===== config.mk =====
export PLATFORM = sky130hd
export DESIGN_NAME = spi_master_slave_core
export DESIGN_NICKNAME = d
export VERILOG_FILES = /design/src/hdl/spi_core_pkg.sv /design/src/hdl/spi_master_slave_core.sv
export SDC_FILE = /design/constraint.sdc
export NUM_CORES = 1
export LEC_CHECK = 0
export ABC_AREA = 1
export BUFFER_PORTS_ARGS = -buffer_cell sky130_fd_sc_hd__buf_2
export CAP_MARGIN = 15
export CELL_PAD_IN_SITES_DETAIL_PLACEMENT = 1
export CELL_PAD_IN_SITES_GLOBAL_PLACEMENT = 1
export CORE_MARGIN = 4
export CORE_UTILIZATION = 35
export CTS_BUF_LIST = sky130_fd_sc_hd__clkbuf_16
export DETAILED_ROUTE_END_ITERATION = 8
export GPL_ROUTABILITY_DRIVEN = 1
export GPL_TIMING_DRIVEN = 0
export PLACE_DENSITY_LB_ADDON = 0.1
export SETUP_SLACK_MARGIN = 0.15
export SYNTH_ARGS = -nofsm -noshare
export SYNTH_HDL_FRONTEND = slang
export SYNTH_SLANG_ARGS = --single-unit

===== constraint.sdc =====
create_clock -name clk_sys -period 4.2 [get_ports clk_sys]
set_clock_uncertainty 0.15 [all_clocks]
set_input_delay 0.42 -clock clk_sys [delete_from_list [all_inputs] [get_ports clk_sys]]
set_output_delay 0.42 -clock clk_sys [all_outputs]
set_load 0.1 [all_outputs]

===== src/hdl/spi_core_pkg.sv =====
package spi_core_pkg;

    // Main control bit positions
    localparam int GO_BIT        = 0;
    localparam int SAMPLE_NEG    = 1;
    localparam int LAUNCH_NEG    = 2;
    localparam int LEN_LSB       = 3;
    localparam int LEN_MSB       = 7;
    localparam int LSB_FIRST_BIT = 10;
    localparam int IDLE_POL_BIT  = 11;
    localparam int SUSP_LSB      = 12;
    localparam int SUSP_MSB      = 15;
    localparam int SLAVE_BIT     = 18;
    localparam int VARIABLE_CLOCK_PATTERN_BIT    = 23;

    // Select control bit positions
    localparam int SEL_EN_LSB    = 0;
    localparam int SEL_EN_MSB    = 1;
    localparam int SEL_LVL_BIT   = 2;
    localparam int SEL_AUTO_BIT  = 3;
    localparam int SEL_LTRIG_BIT = 4;

    // Pattern layout
    localparam int PAT_FIRST_BIT = 31;

    // Suspend below this keeps the select active between words
    localparam logic [3:0] SUSP_KEEP_LIMIT = 4'h3;
    localparam logic [3:0] SUSP_RESET      = 4'h3;

    // Word length code zero means 32 bits
    localparam logic [5:0] FULL_WORD = 6'h20;

    // Least select gap in engine clock periods (other party)
    localparam int SEL_GAP_ENGINE = 6;

    typedef enum logic [1:0] {
        ST_IDLE,
        ST_XFER,
        ST_SUSPEND
    } xfer_state_e;

    typedef struct packed {
        logic sclk;
        logic mosi;
        logic sel0;
        logic sel1;
    } master_pins_s;

    typedef struct packed {
        logic       done;
        logic       busy;
        logic       level_trigger_complete_flag;
        logic [5:0] bit_count;
    } core_status_s;

endpackage : spi_core_pkg


===== src/hdl/spi_master_slave_core.sv =====
// What this block does
// Engine clock comes from bus clock or PLL, scaled by a divider.
// Master without variable pattern: serial clock runs at half the engine rate.
// As slave, the outside master clocks slower than our engine clock.
// Control bit 18 picks master or slave operation.
// Master drives two selects; slave takes select from select line zero.
// Select bit 2 sets active level; bit 4 picks level or edge trigger.
// Slave edge mode: word starts on active edge, ends only on inactive.
// Slave level mode: word ends, done set, when bit count reaches length.
// Slave level mode: select going inactive ends word at once, sets done.
// Select status bit 5 shows last level-mode word met the length.
// Master auto select asserts enabled lines on go, releases at finish.
// Manual select: outputs follow enable bits at programmed active level.
// Auto select with suspend below 3 keeps select active between words.
// Outside master holds select inactive six engine clocks between words.
// Variable enable bit 23 shapes each clock period from the pattern.
// Software sets length 16 when the variable pattern is used.
// Pattern bit 31 picks first cycle's divider: primary or second.
// Pattern bit pairs 30:1 define later cycles; bit 0 ignored.
// Bit 11 sets serial clock idle level.
// Length field bits 7:3 set bits per word, up to 32.
// Bit 10 set sends bit 0 first, else MSB first.
// Bit 2 picks slave launch edge (master launches on each cycle's second edge), bit 1 sample edge.
// Go/busy clears by hardware when the word completes.
`timescale 1ns/1ps
`default_nettype none
module spi_master_slave_core (
    input  wire logic                        clk_sys,
    input  wire logic                        rst_b,
    input  wire logic                        pll_clk_en,
    input  wire logic                        engine_clock_source_bit,
    input  wire logic [7:0]                  clock_divider,
    input  wire logic [7:0]                  second_clock_divider,
    input  wire logic [31:0]                 main_control_register,
    input  wire logic                        go_set,
    input  wire logic [4:0]                  select_control_register,
    input  wire logic [31:0]                 variable_clock_pattern_register,
    input  wire logic [31:0]                 tx_word,
    input  wire logic                        sclk_in,
    input  wire logic                        select_line_zero_in,
    input  wire logic                        mosi_in,
    input  wire logic                        miso_in,
    output var spi_core_pkg::master_pins_s   master_pins,
    output logic                             miso_out,
    output logic                             miso_oe,
    output logic [31:0]                      rx_word,
    output var spi_core_pkg::core_status_s   status
);
    logic [31:0] ctl;
    logic        slave_mode, lsb_first, idle_pol, launch_neg, sample_neg, var_en;
    logic        act_lvl, auto_sel, ltrig;
    logic [5:0]  word_len;
    logic [3:0]  susp;
    assign ctl        = main_control_register;
    assign slave_mode = ctl[spi_core_pkg::SLAVE_BIT];
    assign lsb_first  = ctl[spi_core_pkg::LSB_FIRST_BIT];
    assign idle_pol   = ctl[spi_core_pkg::IDLE_POL_BIT];
    assign launch_neg = ctl[spi_core_pkg::LAUNCH_NEG];
    assign sample_neg = ctl[spi_core_pkg::SAMPLE_NEG];
    assign var_en     = ctl[spi_core_pkg::VARIABLE_CLOCK_PATTERN_BIT];
    assign susp       = ctl[spi_core_pkg::SUSP_MSB:spi_core_pkg::SUSP_LSB];
    assign act_lvl    = select_control_register[spi_core_pkg::SEL_LVL_BIT];
    assign auto_sel   = select_control_register[spi_core_pkg::SEL_AUTO_BIT];
    assign ltrig      = select_control_register[spi_core_pkg::SEL_LTRIG_BIT];
    // Length code zero stands for 32
    assign word_len   = (ctl[spi_core_pkg::LEN_MSB:spi_core_pkg::LEN_LSB] == 5'h00) ?
                        spi_core_pkg::FULL_WORD :
                        {1'b0, ctl[spi_core_pkg::LEN_MSB:spi_core_pkg::LEN_LSB]};

    // Engine tick: source gate then divider
    logic       src_tick;
    logic [7:0] div_cnt_reg;
    logic [7:0] div_sel;
    logic       eng_tick;
    logic       use_second;
    assign src_tick = engine_clock_source_bit ? pll_clk_en : 1'b1;
    assign div_sel  = use_second ? second_clock_divider : clock_divider;
    assign eng_tick = src_tick && (div_cnt_reg >= div_sel);
    always_ff @(posedge clk_sys or negedge rst_b) begin
        if (!rst_b) begin
            div_cnt_reg <= 8'h00;
        end else if (src_tick) begin
            div_cnt_reg <= eng_tick ? 8'h00 : div_cnt_reg + 8'h01;
        end
    end

    // Master sequencer: one engine tick per half serial clock
    spi_core_pkg::xfer_state_e state_reg;
    logic        sclk_reg, half_reg, done_reg, busy_reg;
    logic [5:0]  bits_reg;
    logic [4:0]  pat_idx_reg;
    logic [4:0]  susp_cnt_reg;
    logic [31:0] shift_tx_reg, shift_rx_reg;
    logic        mosi_reg;
    logic [1:0]  pat_pair;
    logic        lead_edge_neg;

    // Second divider for the first cycle when pattern bit 31 is set, or for a later pattern pair with its high bit set
    assign pat_pair   = variable_clock_pattern_register[pat_idx_reg +: 2];
    assign use_second = var_en && !slave_mode && (state_reg == spi_core_pkg::ST_XFER) &&
                        ((bits_reg == 6'h00) ? variable_clock_pattern_register[spi_core_pkg::PAT_FIRST_BIT]
                                             : pat_pair[1]);
    // Edge leaving idle is rising when idle low
    assign lead_edge_neg = idle_pol;

    logic [31:0] tx_aligned;
    assign tx_aligned = lsb_first ? tx_word : (tx_word << (6'd32 - word_len));

    always_ff @(posedge clk_sys or negedge rst_b) begin
        if (!rst_b) begin
            state_reg    <= spi_core_pkg::ST_IDLE;
            sclk_reg     <= 1'b0;
            half_reg     <= 1'b0;
            bits_reg     <= 6'h00;
            pat_idx_reg  <= 5'h1d;
            susp_cnt_reg <= 5'h00;
            busy_reg     <= 1'b0;
            done_reg     <= 1'b0;
            shift_tx_reg <= 32'h0000_0000;
            shift_rx_reg <= 32'h0000_0000;
            mosi_reg     <= 1'b0;
        end else if (!slave_mode) begin
            done_reg <= 1'b0;
            case (state_reg)
                spi_core_pkg::ST_IDLE: begin
                    sclk_reg <= idle_pol;
                    if (go_set) begin
                        busy_reg     <= 1'b1;
                        state_reg    <= spi_core_pkg::ST_XFER;
                        bits_reg     <= 6'h00;
                        half_reg     <= 1'b0;
                        pat_idx_reg  <= 5'h1d;
                        shift_tx_reg <= tx_aligned;
                        // Launch first bit now, whichever launch edge is chosen
                        mosi_reg     <= lsb_first ? tx_aligned[0] : tx_aligned[31];
                    end
                end
                spi_core_pkg::ST_XFER: begin
                    if (eng_tick) begin
                        sclk_reg <= ~sclk_reg;
                        half_reg <= ~half_reg;
                        // Sample on the chosen edge
                        if ((sclk_reg ? 1'b1 : 1'b0) == sample_neg) begin
                            shift_rx_reg <= lsb_first ? {miso_in, shift_rx_reg[31:1]}
                                                      : {shift_rx_reg[30:0], miso_in};
                        end
                        if (half_reg) begin
                            bits_reg <= bits_reg + 6'h01;
                            if (bits_reg != 6'h00) begin
                                pat_idx_reg <= pat_idx_reg - 5'h02;
                            end
                            shift_tx_reg <= lsb_first ? {1'b0, shift_tx_reg[31:1]}
                                                      : {shift_tx_reg[30:0], 1'b0};
                            if (bits_reg + 6'h01 == word_len) begin
                                // Done rises as busy ends, one pulse per word
                                state_reg    <= spi_core_pkg::ST_SUSPEND;
                                done_reg     <= 1'b1;
                                busy_reg     <= 1'b0;
                                susp_cnt_reg <= {1'b0, susp};
                            end else begin
                                mosi_reg <= lsb_first ? shift_tx_reg[1] : shift_tx_reg[30];
                            end
                        end
                    end
                end
                spi_core_pkg::ST_SUSPEND: begin
                    sclk_reg <= idle_pol;
                    busy_reg <= 1'b0;
                    if (eng_tick) begin
                        if (susp_cnt_reg == 5'h00) begin
                            state_reg <= spi_core_pkg::ST_IDLE;
                        end else begin
                            susp_cnt_reg <= susp_cnt_reg - 5'h01;
                        end
                    end
                    if (go_set) begin
                        busy_reg     <= 1'b1;
                        state_reg    <= spi_core_pkg::ST_XFER;
                        bits_reg     <= 6'h00;
                        half_reg     <= 1'b0;
                        pat_idx_reg  <= 5'h1d;
                        shift_tx_reg <= tx_aligned;
                        mosi_reg     <= lsb_first ? tx_aligned[0] : tx_aligned[31];
                    end
                end
                default: state_reg <= spi_core_pkg::ST_IDLE;
            endcase
        end else begin
            state_reg <= spi_core_pkg::ST_IDLE;
            busy_reg  <= 1'b0;
            done_reg  <= 1'b0;
        end
    end

    // Master select outputs
    logic        keep_sel;
    logic [1:0]  sel_active;
    logic [1:0]  sel_en;
    assign sel_en   = select_control_register[spi_core_pkg::SEL_EN_MSB:spi_core_pkg::SEL_EN_LSB];
    assign keep_sel = (state_reg == spi_core_pkg::ST_SUSPEND) && (susp < spi_core_pkg::SUSP_KEEP_LIMIT);
    always_comb begin
        if (auto_sel) begin
            sel_active = (busy_reg || keep_sel) ? sel_en : 2'b00;
        end else begin
            sel_active = sel_en;
        end
    end

    // Slave path: serial clock and select sampled in the system clock
    logic        sclk_d_reg, sel_d_reg, sl_active_reg, sl_done_reg, level_trigger_complete_flag_reg;
    logic [5:0]  sl_bits_reg;
    logic [31:0] sl_rx_reg, sl_tx_reg;
    logic        sel_on, sel_rise, sel_fall, sclk_rise, sclk_fall, sl_sample, sl_launch;
    assign sel_on    = (select_line_zero_in == act_lvl);
    assign sel_rise  = sel_on && !sel_d_reg;
    assign sel_fall  = !sel_on && sel_d_reg;
    assign sclk_rise = sclk_in && !sclk_d_reg;
    assign sclk_fall = !sclk_in && sclk_d_reg;
    assign sl_sample = sample_neg ? sclk_fall : sclk_rise;
    assign sl_launch = launch_neg ? sclk_fall : sclk_rise;
    always_ff @(posedge clk_sys or negedge rst_b) begin
        if (!rst_b) begin
            sclk_d_reg     <= 1'b0;
            sel_d_reg      <= 1'b0;
            sl_active_reg  <= 1'b0;
            sl_done_reg    <= 1'b0;
            level_trigger_complete_flag_reg <= 1'b0;
            sl_bits_reg    <= 6'h00;
            sl_rx_reg      <= 32'h0000_0000;
            sl_tx_reg      <= 32'h0000_0000;
        end else begin
            sclk_d_reg  <= sclk_in;
            sel_d_reg   <= sel_on;
            sl_done_reg <= 1'b0;
            if (slave_mode) begin
                if (!sl_active_reg && (ltrig ? sel_on && !sel_d_reg : sel_rise)) begin
                    sl_active_reg <= 1'b1;
                    sl_bits_reg   <= 6'h00;
                    sl_tx_reg     <= tx_aligned;
                end else if (sl_active_reg) begin
                    if (sl_sample && sel_on) begin
                        sl_bits_reg <= sl_bits_reg + 6'h01;
                        sl_rx_reg   <= lsb_first ? {mosi_in, sl_rx_reg[31:1]}
                                                 : {sl_rx_reg[30:0], mosi_in};
                    end
                    if (sl_launch && sel_on && sl_bits_reg != 6'h00) begin
                        sl_tx_reg <= lsb_first ? {1'b0, sl_tx_reg[31:1]}
                                               : {sl_tx_reg[30:0], 1'b0};
                    end
                    if (ltrig) begin
                        if (sl_bits_reg == word_len || !sel_on) begin
                            sl_active_reg  <= 1'b0;
                            sl_done_reg    <= 1'b1;
                            level_trigger_complete_flag_reg <= (sl_bits_reg == word_len);
                        end
                    end else if (sel_fall) begin
                        sl_active_reg <= 1'b0;
                        sl_done_reg   <= 1'b1;
                    end
                end
            end else begin
                sl_active_reg <= 1'b0;
            end
        end
    end

    // Received word out of flip-flops
    always_ff @(posedge clk_sys or negedge rst_b) begin
        if (!rst_b) begin
            rx_word <= 32'h0000_0000;
        end else if (done_reg) begin
            rx_word <= lsb_first ? shift_rx_reg >> (6'd32 - word_len) : shift_rx_reg;
        end else if (sl_done_reg) begin
            rx_word <= lsb_first ? sl_rx_reg >> (6'd32 - sl_bits_reg) : sl_rx_reg;
        end
    end

    assign master_pins.sclk = slave_mode ? idle_pol : sclk_reg;
    assign master_pins.mosi = mosi_reg;
    assign master_pins.sel0 = slave_mode ? ~act_lvl : (sel_active[0] ? act_lvl : ~act_lvl);
    assign master_pins.sel1 = slave_mode ? ~act_lvl : (sel_active[1] ? act_lvl : ~act_lvl);
    assign miso_out = lsb_first ? sl_tx_reg[0] : sl_tx_reg[31];
    assign miso_oe  = slave_mode && sel_on;
    assign status.done = done_reg || sl_done_reg;
    assign status.busy = busy_reg || sl_active_reg;
    assign status.level_trigger_complete_flag = level_trigger_complete_flag_reg;
    assign status.bit_count = slave_mode ? sl_bits_reg : bits_reg;
    // Idle leading edge kept for reference of launch timing
    logic unused_lead;
    assign unused_lead = lead_edge_neg;
endmodule : spi_master_slave_core
`default_nettype wire


### Yosys cells after proc, flatten, opt, wreduce, memory -nomap -nowiden

Cells that the tools add are included.
Widths: inputs -> output; s select.

* input port bits: 126
* output and inout port bits: 47
* bits in registers: 202
* word-level logic and storage cells: 206

* order comparisons: 2
* equality and inequality tests: 20
* add/subtract/negate cells: 7
* reduce and logical (&&, ||, !) cells: 51
* shifts and indexed selects: 4
* mux-type cells: 96
* bitwise logic cells: 5

Operators by type and width (count)
* $mux 32: 15
* $pmux 32 s2: 1
* $shr 32x6->32: 2
* $mux 6: 8
* $mux 5: 9
* $mux 1: 43
* $shiftx 32x6->2: 1
* $shl 32x6->32: 1
* $mux 2: 10
* $pmux 5 s2: 2
* $reduce_and 6->1: 3
* $mux 8: 2
* $reduce_and 5->1: 3
* $logic_and 1x1->1: 14
* $add 6x1->6 const B: 2
* $eq 6x6->1: 2
* $pmux 6 s2: 1
* $reduce_and 4->1: 3
* $reduce_bool 2->1: 6
* $reduce_bool 6->1: 2
* $sub 6x6->6 const A: 2
* $logic_not 5->1: 2
* $ne 2x2->1 const B: 5
* $ne 3x3->1 const B: 3
* 23 further kinds: 43

### Depth between registers and ports, before layout

* word-level depth: 11
* mapped depth: 29
* depth with buffers taken out: 27

### Worst setup path before layout

OpenSTA, ideal clock, no wires.

* kind: input to output
* start point: input port main_control_register[18]
* end point: output port master_pins[3] (netlist name)
* required time: 3630 ps
* stages: 3
* slack: 682 ps
* data arrival time: 2948 ps
* path through: clkbuf_1 > clkbuf_1 > o21ai_0

RTL lines
* start, declared: RTL line spi_master_slave_core.sv:34 `input wire logic [31:0] main_control_register,`
* end, declared: RTL line spi_master_slave_core.sv:43 `output var spi_core_pkg::master_pins_s master_pins,`

### Worst setup path in the final report

* start point: register pat_idx_reg[0]
* end point: register shift_rx_reg[31]

* longest elaborated chain between the ends: 7

RTL lines
* start, declared: RTL line spi_master_slave_core.sv:91 `logic [4:0] pat_idx_reg;`
* start signal, assigned: RTL line spi_master_slave_core.sv:150 `pat_idx_reg <= pat_idx_reg - 5'h02;`
* $shiftx 32x6->2: RTL line spi_master_slave_core.sv:99 `assign pat_pair = variable_clock_pattern_register[pat_idx_reg +: 2];`
* $mux 1: RTL line spi_master_slave_core.sv:101 `((bits_reg == 6'h00) ? variable_clock_pattern_register[spi_core_pkg::PAT_FIRST_BIT]`
* $logic_and 1x1->1: RTL line spi_master_slave_core.sv:100 `assign use_second = var_en && !slave_mode && (state_reg == spi_core_pkg::ST_XFER) &&`
* $mux 8: RTL line spi_master_slave_core.sv:77 `assign div_sel = use_second ? second_clock_divider : clock_divider;`
* $ge 8x8->1: RTL line spi_master_slave_core.sv:78 `assign eng_tick = src_tick && (div_cnt_reg >= div_sel);`
* $logic_and 1x1->1: RTL line spi_master_slave_core.sv:78
* $reduce_and 4->1 (no line)
* end signal, assigned: RTL line spi_master_slave_core.sv:144 `shift_rx_reg <= lsb_first ? {miso_in, shift_rx_reg[31:1]}`
* end, declared: RTL line spi_master_slave_core.sv:93 `logic [31:0] shift_tx_reg, shift_rx_reg;`

No other way between the ends.
A chain may end at the register's enable or synchronous reset.

==> results summary <==
The cell count after placement came out at 3487. The most critical setup path has its endpoint at shift_rx_reg[31]$_DFFE_PN0P_. The total of flip-flops plus latches after synthesis is a little over 200. The number of failing hold endpoints at the final stage was 0. Setup repair after global routing could not meet its margin everywhere. The run finished with clean final reports. The worst-case clock buffer depth is 3.

The post-route non-filler standard cell count is between 3000 and 4000. The start of the worst register-to-register path is pat_idx_reg[0]$_DFFE_PN1P_. TritonCTS built the clock tree.

The share of the yosys chip area belonging to registers is 30.0%. The starting density of the core came out at a little over a third. After layout, the design draws a total of 12.8 mW.

The number of levels the H-tree was split into came out at 1. The final setup violation count came out at 0. The number of detailed-route iterations in the first pass is 6. The detailed-route vias per instance is 5.69. The period utilization is 89.7%. The net count of the finished layout is 3063. The synthesis-to-layout area growth is 15.7%.

Adding up every negative setup slack in the final design gives 0 ns. The share of post-route cells with drive strength above 1 came out at a little over an eighth. In the synthesized netlist the dominant register cell turns out to be dfrtp_1. The synthesized netlist occupies a cell area of 16900 um^2. In this run the horizontal extent of the chip is between 200 and 250 um. The later pin in the worst-skew pair is clocked with a latency of 0.58 ns.

The total I/O pin count is approximately 170. Yosys printed 0 warnings. The largest fanout of any net on the critical path came out at 10. In this run the remaining antenna-violating nets after routing total 0. The slack of the worst reg-to-reg path is approximately 0.43 ns.

The HPWL after detailed placement is roughly 64 mm. The tree is rooted in a clkbuf_16. The area of the core is 47700 um^2. The die area is roughly 52000 um^2. Counting stages on the worst path, the most repeated cell is nand2_1. The critical path class is flop to flop. The highest ir drop seen on vdd came out at approximately 0.38 mV.

After synthesis, the mean cell area works out to approximately 6.2 um^2. The fraction of synthesis flops using an asynchronous set or reset pin is 100%. For this design, the slowest cell found on the critical path is dfstp_2. The max-capacitance violation count came out at 0. The final number of max-transition violations came out at 0. The all-layer global routing usage came out at ~30%. The number of cells on the worst reg-to-reg path came out at 25. The site row count is 80. The post-detailed-route DRC marker count is 0. STA classifies the critical path endpoint as a flop. The via count of the first global-routing pass came out at between 20000 and 25000. The distinct cell type count after synthesis is 50. The wire length per cell after detailed routing came out at 22.6 um.

The worst setup path is launched from a flop. The clock-pin transition on the worst setup and hold timing paths came out at 0.06 ns. In this run the power density over the cells is 657 nW/um^2. The first routing iteration left between 1500 and 2000 violations. The post-synthesis cell count came out at ~2700. The most critical setup path has its startpoint at pat_idx_reg[0]$_DFFE_PN1P_. The wire length of the first global-routing pass came out at about 120 mm. For the pin with the worst max-slew slack, the measured transition is roughly 0.86 ns.

Wires add up to about 80 mm. The time the final worst path needs with I/O delays and setup came out at roughly 3.8 ns. Measured against its own limit, the worst slew margin works out to 42.7%.

The arrival time of data at the critical path endpoint is 4.06 ns. The number of synthesized flops with an enable pin is 0. The largest net degree at the start of global routing is between 100 and 150. The initial antenna violation count came out at 2. The leakage power came out at about 9.5 nW. The routability congestion estimate from global placement is approximately 0.97. The number of clock sinks seen by CTS is roughly 200. The net count after synthesis is between 2000 and 3000.

The min-delay analysis places its worst path in the category primary input to flop. The total of buffers placed on input and output ports is about 150. In this design, the stage delay of the slowest critical-path cell is ~0.53 ns.

The number of clock buffers inserted by TritonCTS is 28. After global routing the overflow that remains totals 0. The detailed router placed approximately 20000 vias in this run. The critical path data required time is ~4.5 ns. In this run the critical register-to-register path is captured at shift_rx_reg[31]$_DFFE_PN0P_. The vertical extent of the die is 228 um. Static timing analysis puts the maximum clock frequency at approximately 270 MHz.
## how the worst min path moves through the flow
stage                                           from                                     endpoint  cells past startpoint
final                      main_control_register[15]                  susp_cnt_reg[3]$_DFFE_PN0P_                      3
after global routing      select_control_register[4]  level_trigger_complete_flag_reg$_DFFE_PN0P_                      3
after CTS                  main_control_register[15]                  susp_cnt_reg[3]$_DFFE_PN0P_                      3
after detailed placement     rx_word[28]$_DFFE_PN0P_                      rx_word[28]$_DFFE_PN0P_                      2
after global placement       rx_word[26]$_DFFE_PN0P_                      rx_word[26]$_DFFE_PN0P_                      2
after floorplan                                rst_b                      bits_reg[0]$_DFFE_PN0P_                      0
## layout by cell type, fill, tap and decap left out, types with 15 or more instances in the layout
cell / synthesis / layout
nand2_1: 992 / 991
buf_6: 12 / 15
ha_1: 17 / 17
buf_2: 75 / 224
buf_4: 30 / 37
a21oi_1: 51 / 51
inv_2: 18 / 16
nand4_1: 39 / 39
o21ai_1: 57 / 59
dfrtp_1: 198 / 198
o211ai_1: 28 / 28
xor2_1: 17 / 17
inv_1: 128 / 139
nor2_1: 88 / 88
clkbuf_16: 0 / 28
nand3_1: 527 / 525
clkbuf_1: 60 / 56
a22oi_1: 18 / 18
o21ai_0: 247 / 245
## worst max-delay path, delay by kind of cell (launching register included)
family	cells	cell delay [ns]
AOI/OAI and AO/OA	4	0.47
DFF	1	0.53
buffers and inverters	6	0.84
adders and majority gates	1	0.29
and+or+nand+nor	14	1.34
## synthesized netlist by cell type (7+ instances only)
master    count  area (um^2)
nand2_1     992         3720
a31oi_1       8         50.1
xnor2_1       8         70.1
o21ai_1      57          285
a21oi_1      51          255
buf_6        12          135
clkbuf_1     60          225
o211ai_1     28          210
nor2_1       88          330
inv_2        18         67.6
o21ai_0     247         1240
nor3_1       10         50.1
nand3_1     527         2640
buf_4        30          225
o22ai_1       7         43.8
dfrtp_1     198         4950
ha_1         17          213
nand3b_1     11         82.6
nand4_1      39          244
inv_1       128          480
a22oi_1      18          135
xor2_1       17          149
buf_2        75          375
buf_1         7         26.3
## layout make-up
| cell class | instances | area, um^2 |
|---|---|---|
| tap | 615 | 769 |
| sequential | 202 | 5060 |
| fill | 6369 | 28200 |
| timing repair buffer | 170 | 958 |
| clock buffer | 28 | 701 |
| clock inverter | 23 | 141 |
| multi-input combinational | 2184 | 10300 |
| antenna | 2 | 5.00 |
| buffer | 185 | 1020 |
| inverter | 149 | 571 |
## power by group
part / internal (mW) / switching (mW) / total, mW
clock network: 1.26 / 0.968 / 2.23
logic: 1.88 / 5.35 / 7.24
registers: 2.71 / 0.659 / 3.36
total: 5.85 / 6.98 / 12.8
## cell families (layout without fill, tap and decap cells)
logic type / after synthesis / after routing / share of synthesized area, %
buffers and inverters: 334 / 555 / 9.19
flip-flops: 202 / 202 / 30.0
multiplexers: 6 / 6 / 0.356
AO/OA/AOI/OAI: 436 / 436 / 14.2
AND/OR/NAND/NOR: 1695 / 1696 / 43.3
other: 0 / 2 / 0
XOR/XNOR: 29 / 29 / 1.75
adder cells (fa/ha/maj): 17 / 17 / 1.26
## stage by stage
step                area (um^2)  utilization (%)  hold slack (ns)  worst slack [ns]
finish                    19500             40.9           0.0247             0.433
global route              19500             40.9           0.0414             0.136
CTS                       19400             40.6         0.000214             0.164
detailed placement        18400             38.6            0.316            -0.133
global placement          18400             38.6            0.311             -1.32
floorplan                 16900                -          -0.0256             0.682
## repair_timing
action                                 CTS  global route
gates resized for setup                  4            26
endpoints found under the hold margin  105             0
setup buffers                            1             8
hold buffers                             8             0
pin swaps                                1             3
gates cloned                             0             1
setup endpoints to repair               34            84
## per-layer routing
| layer | up-vias | global-route usage (%) | share of wire, % |
|---|---|---|---|
| li1 | 9493 | - | - |
| met1 | 10000 | 40.8 | 44 |
| met2 | 582 | 52.7 | 48 |
| met3 | 119 | 2.95 | 4.6 |
| met4 | 0 | 8.47 | 3.1 |
| met5 | - | 0 | 0 |
No activity file was read; power rests on OpenSTA's default activity.
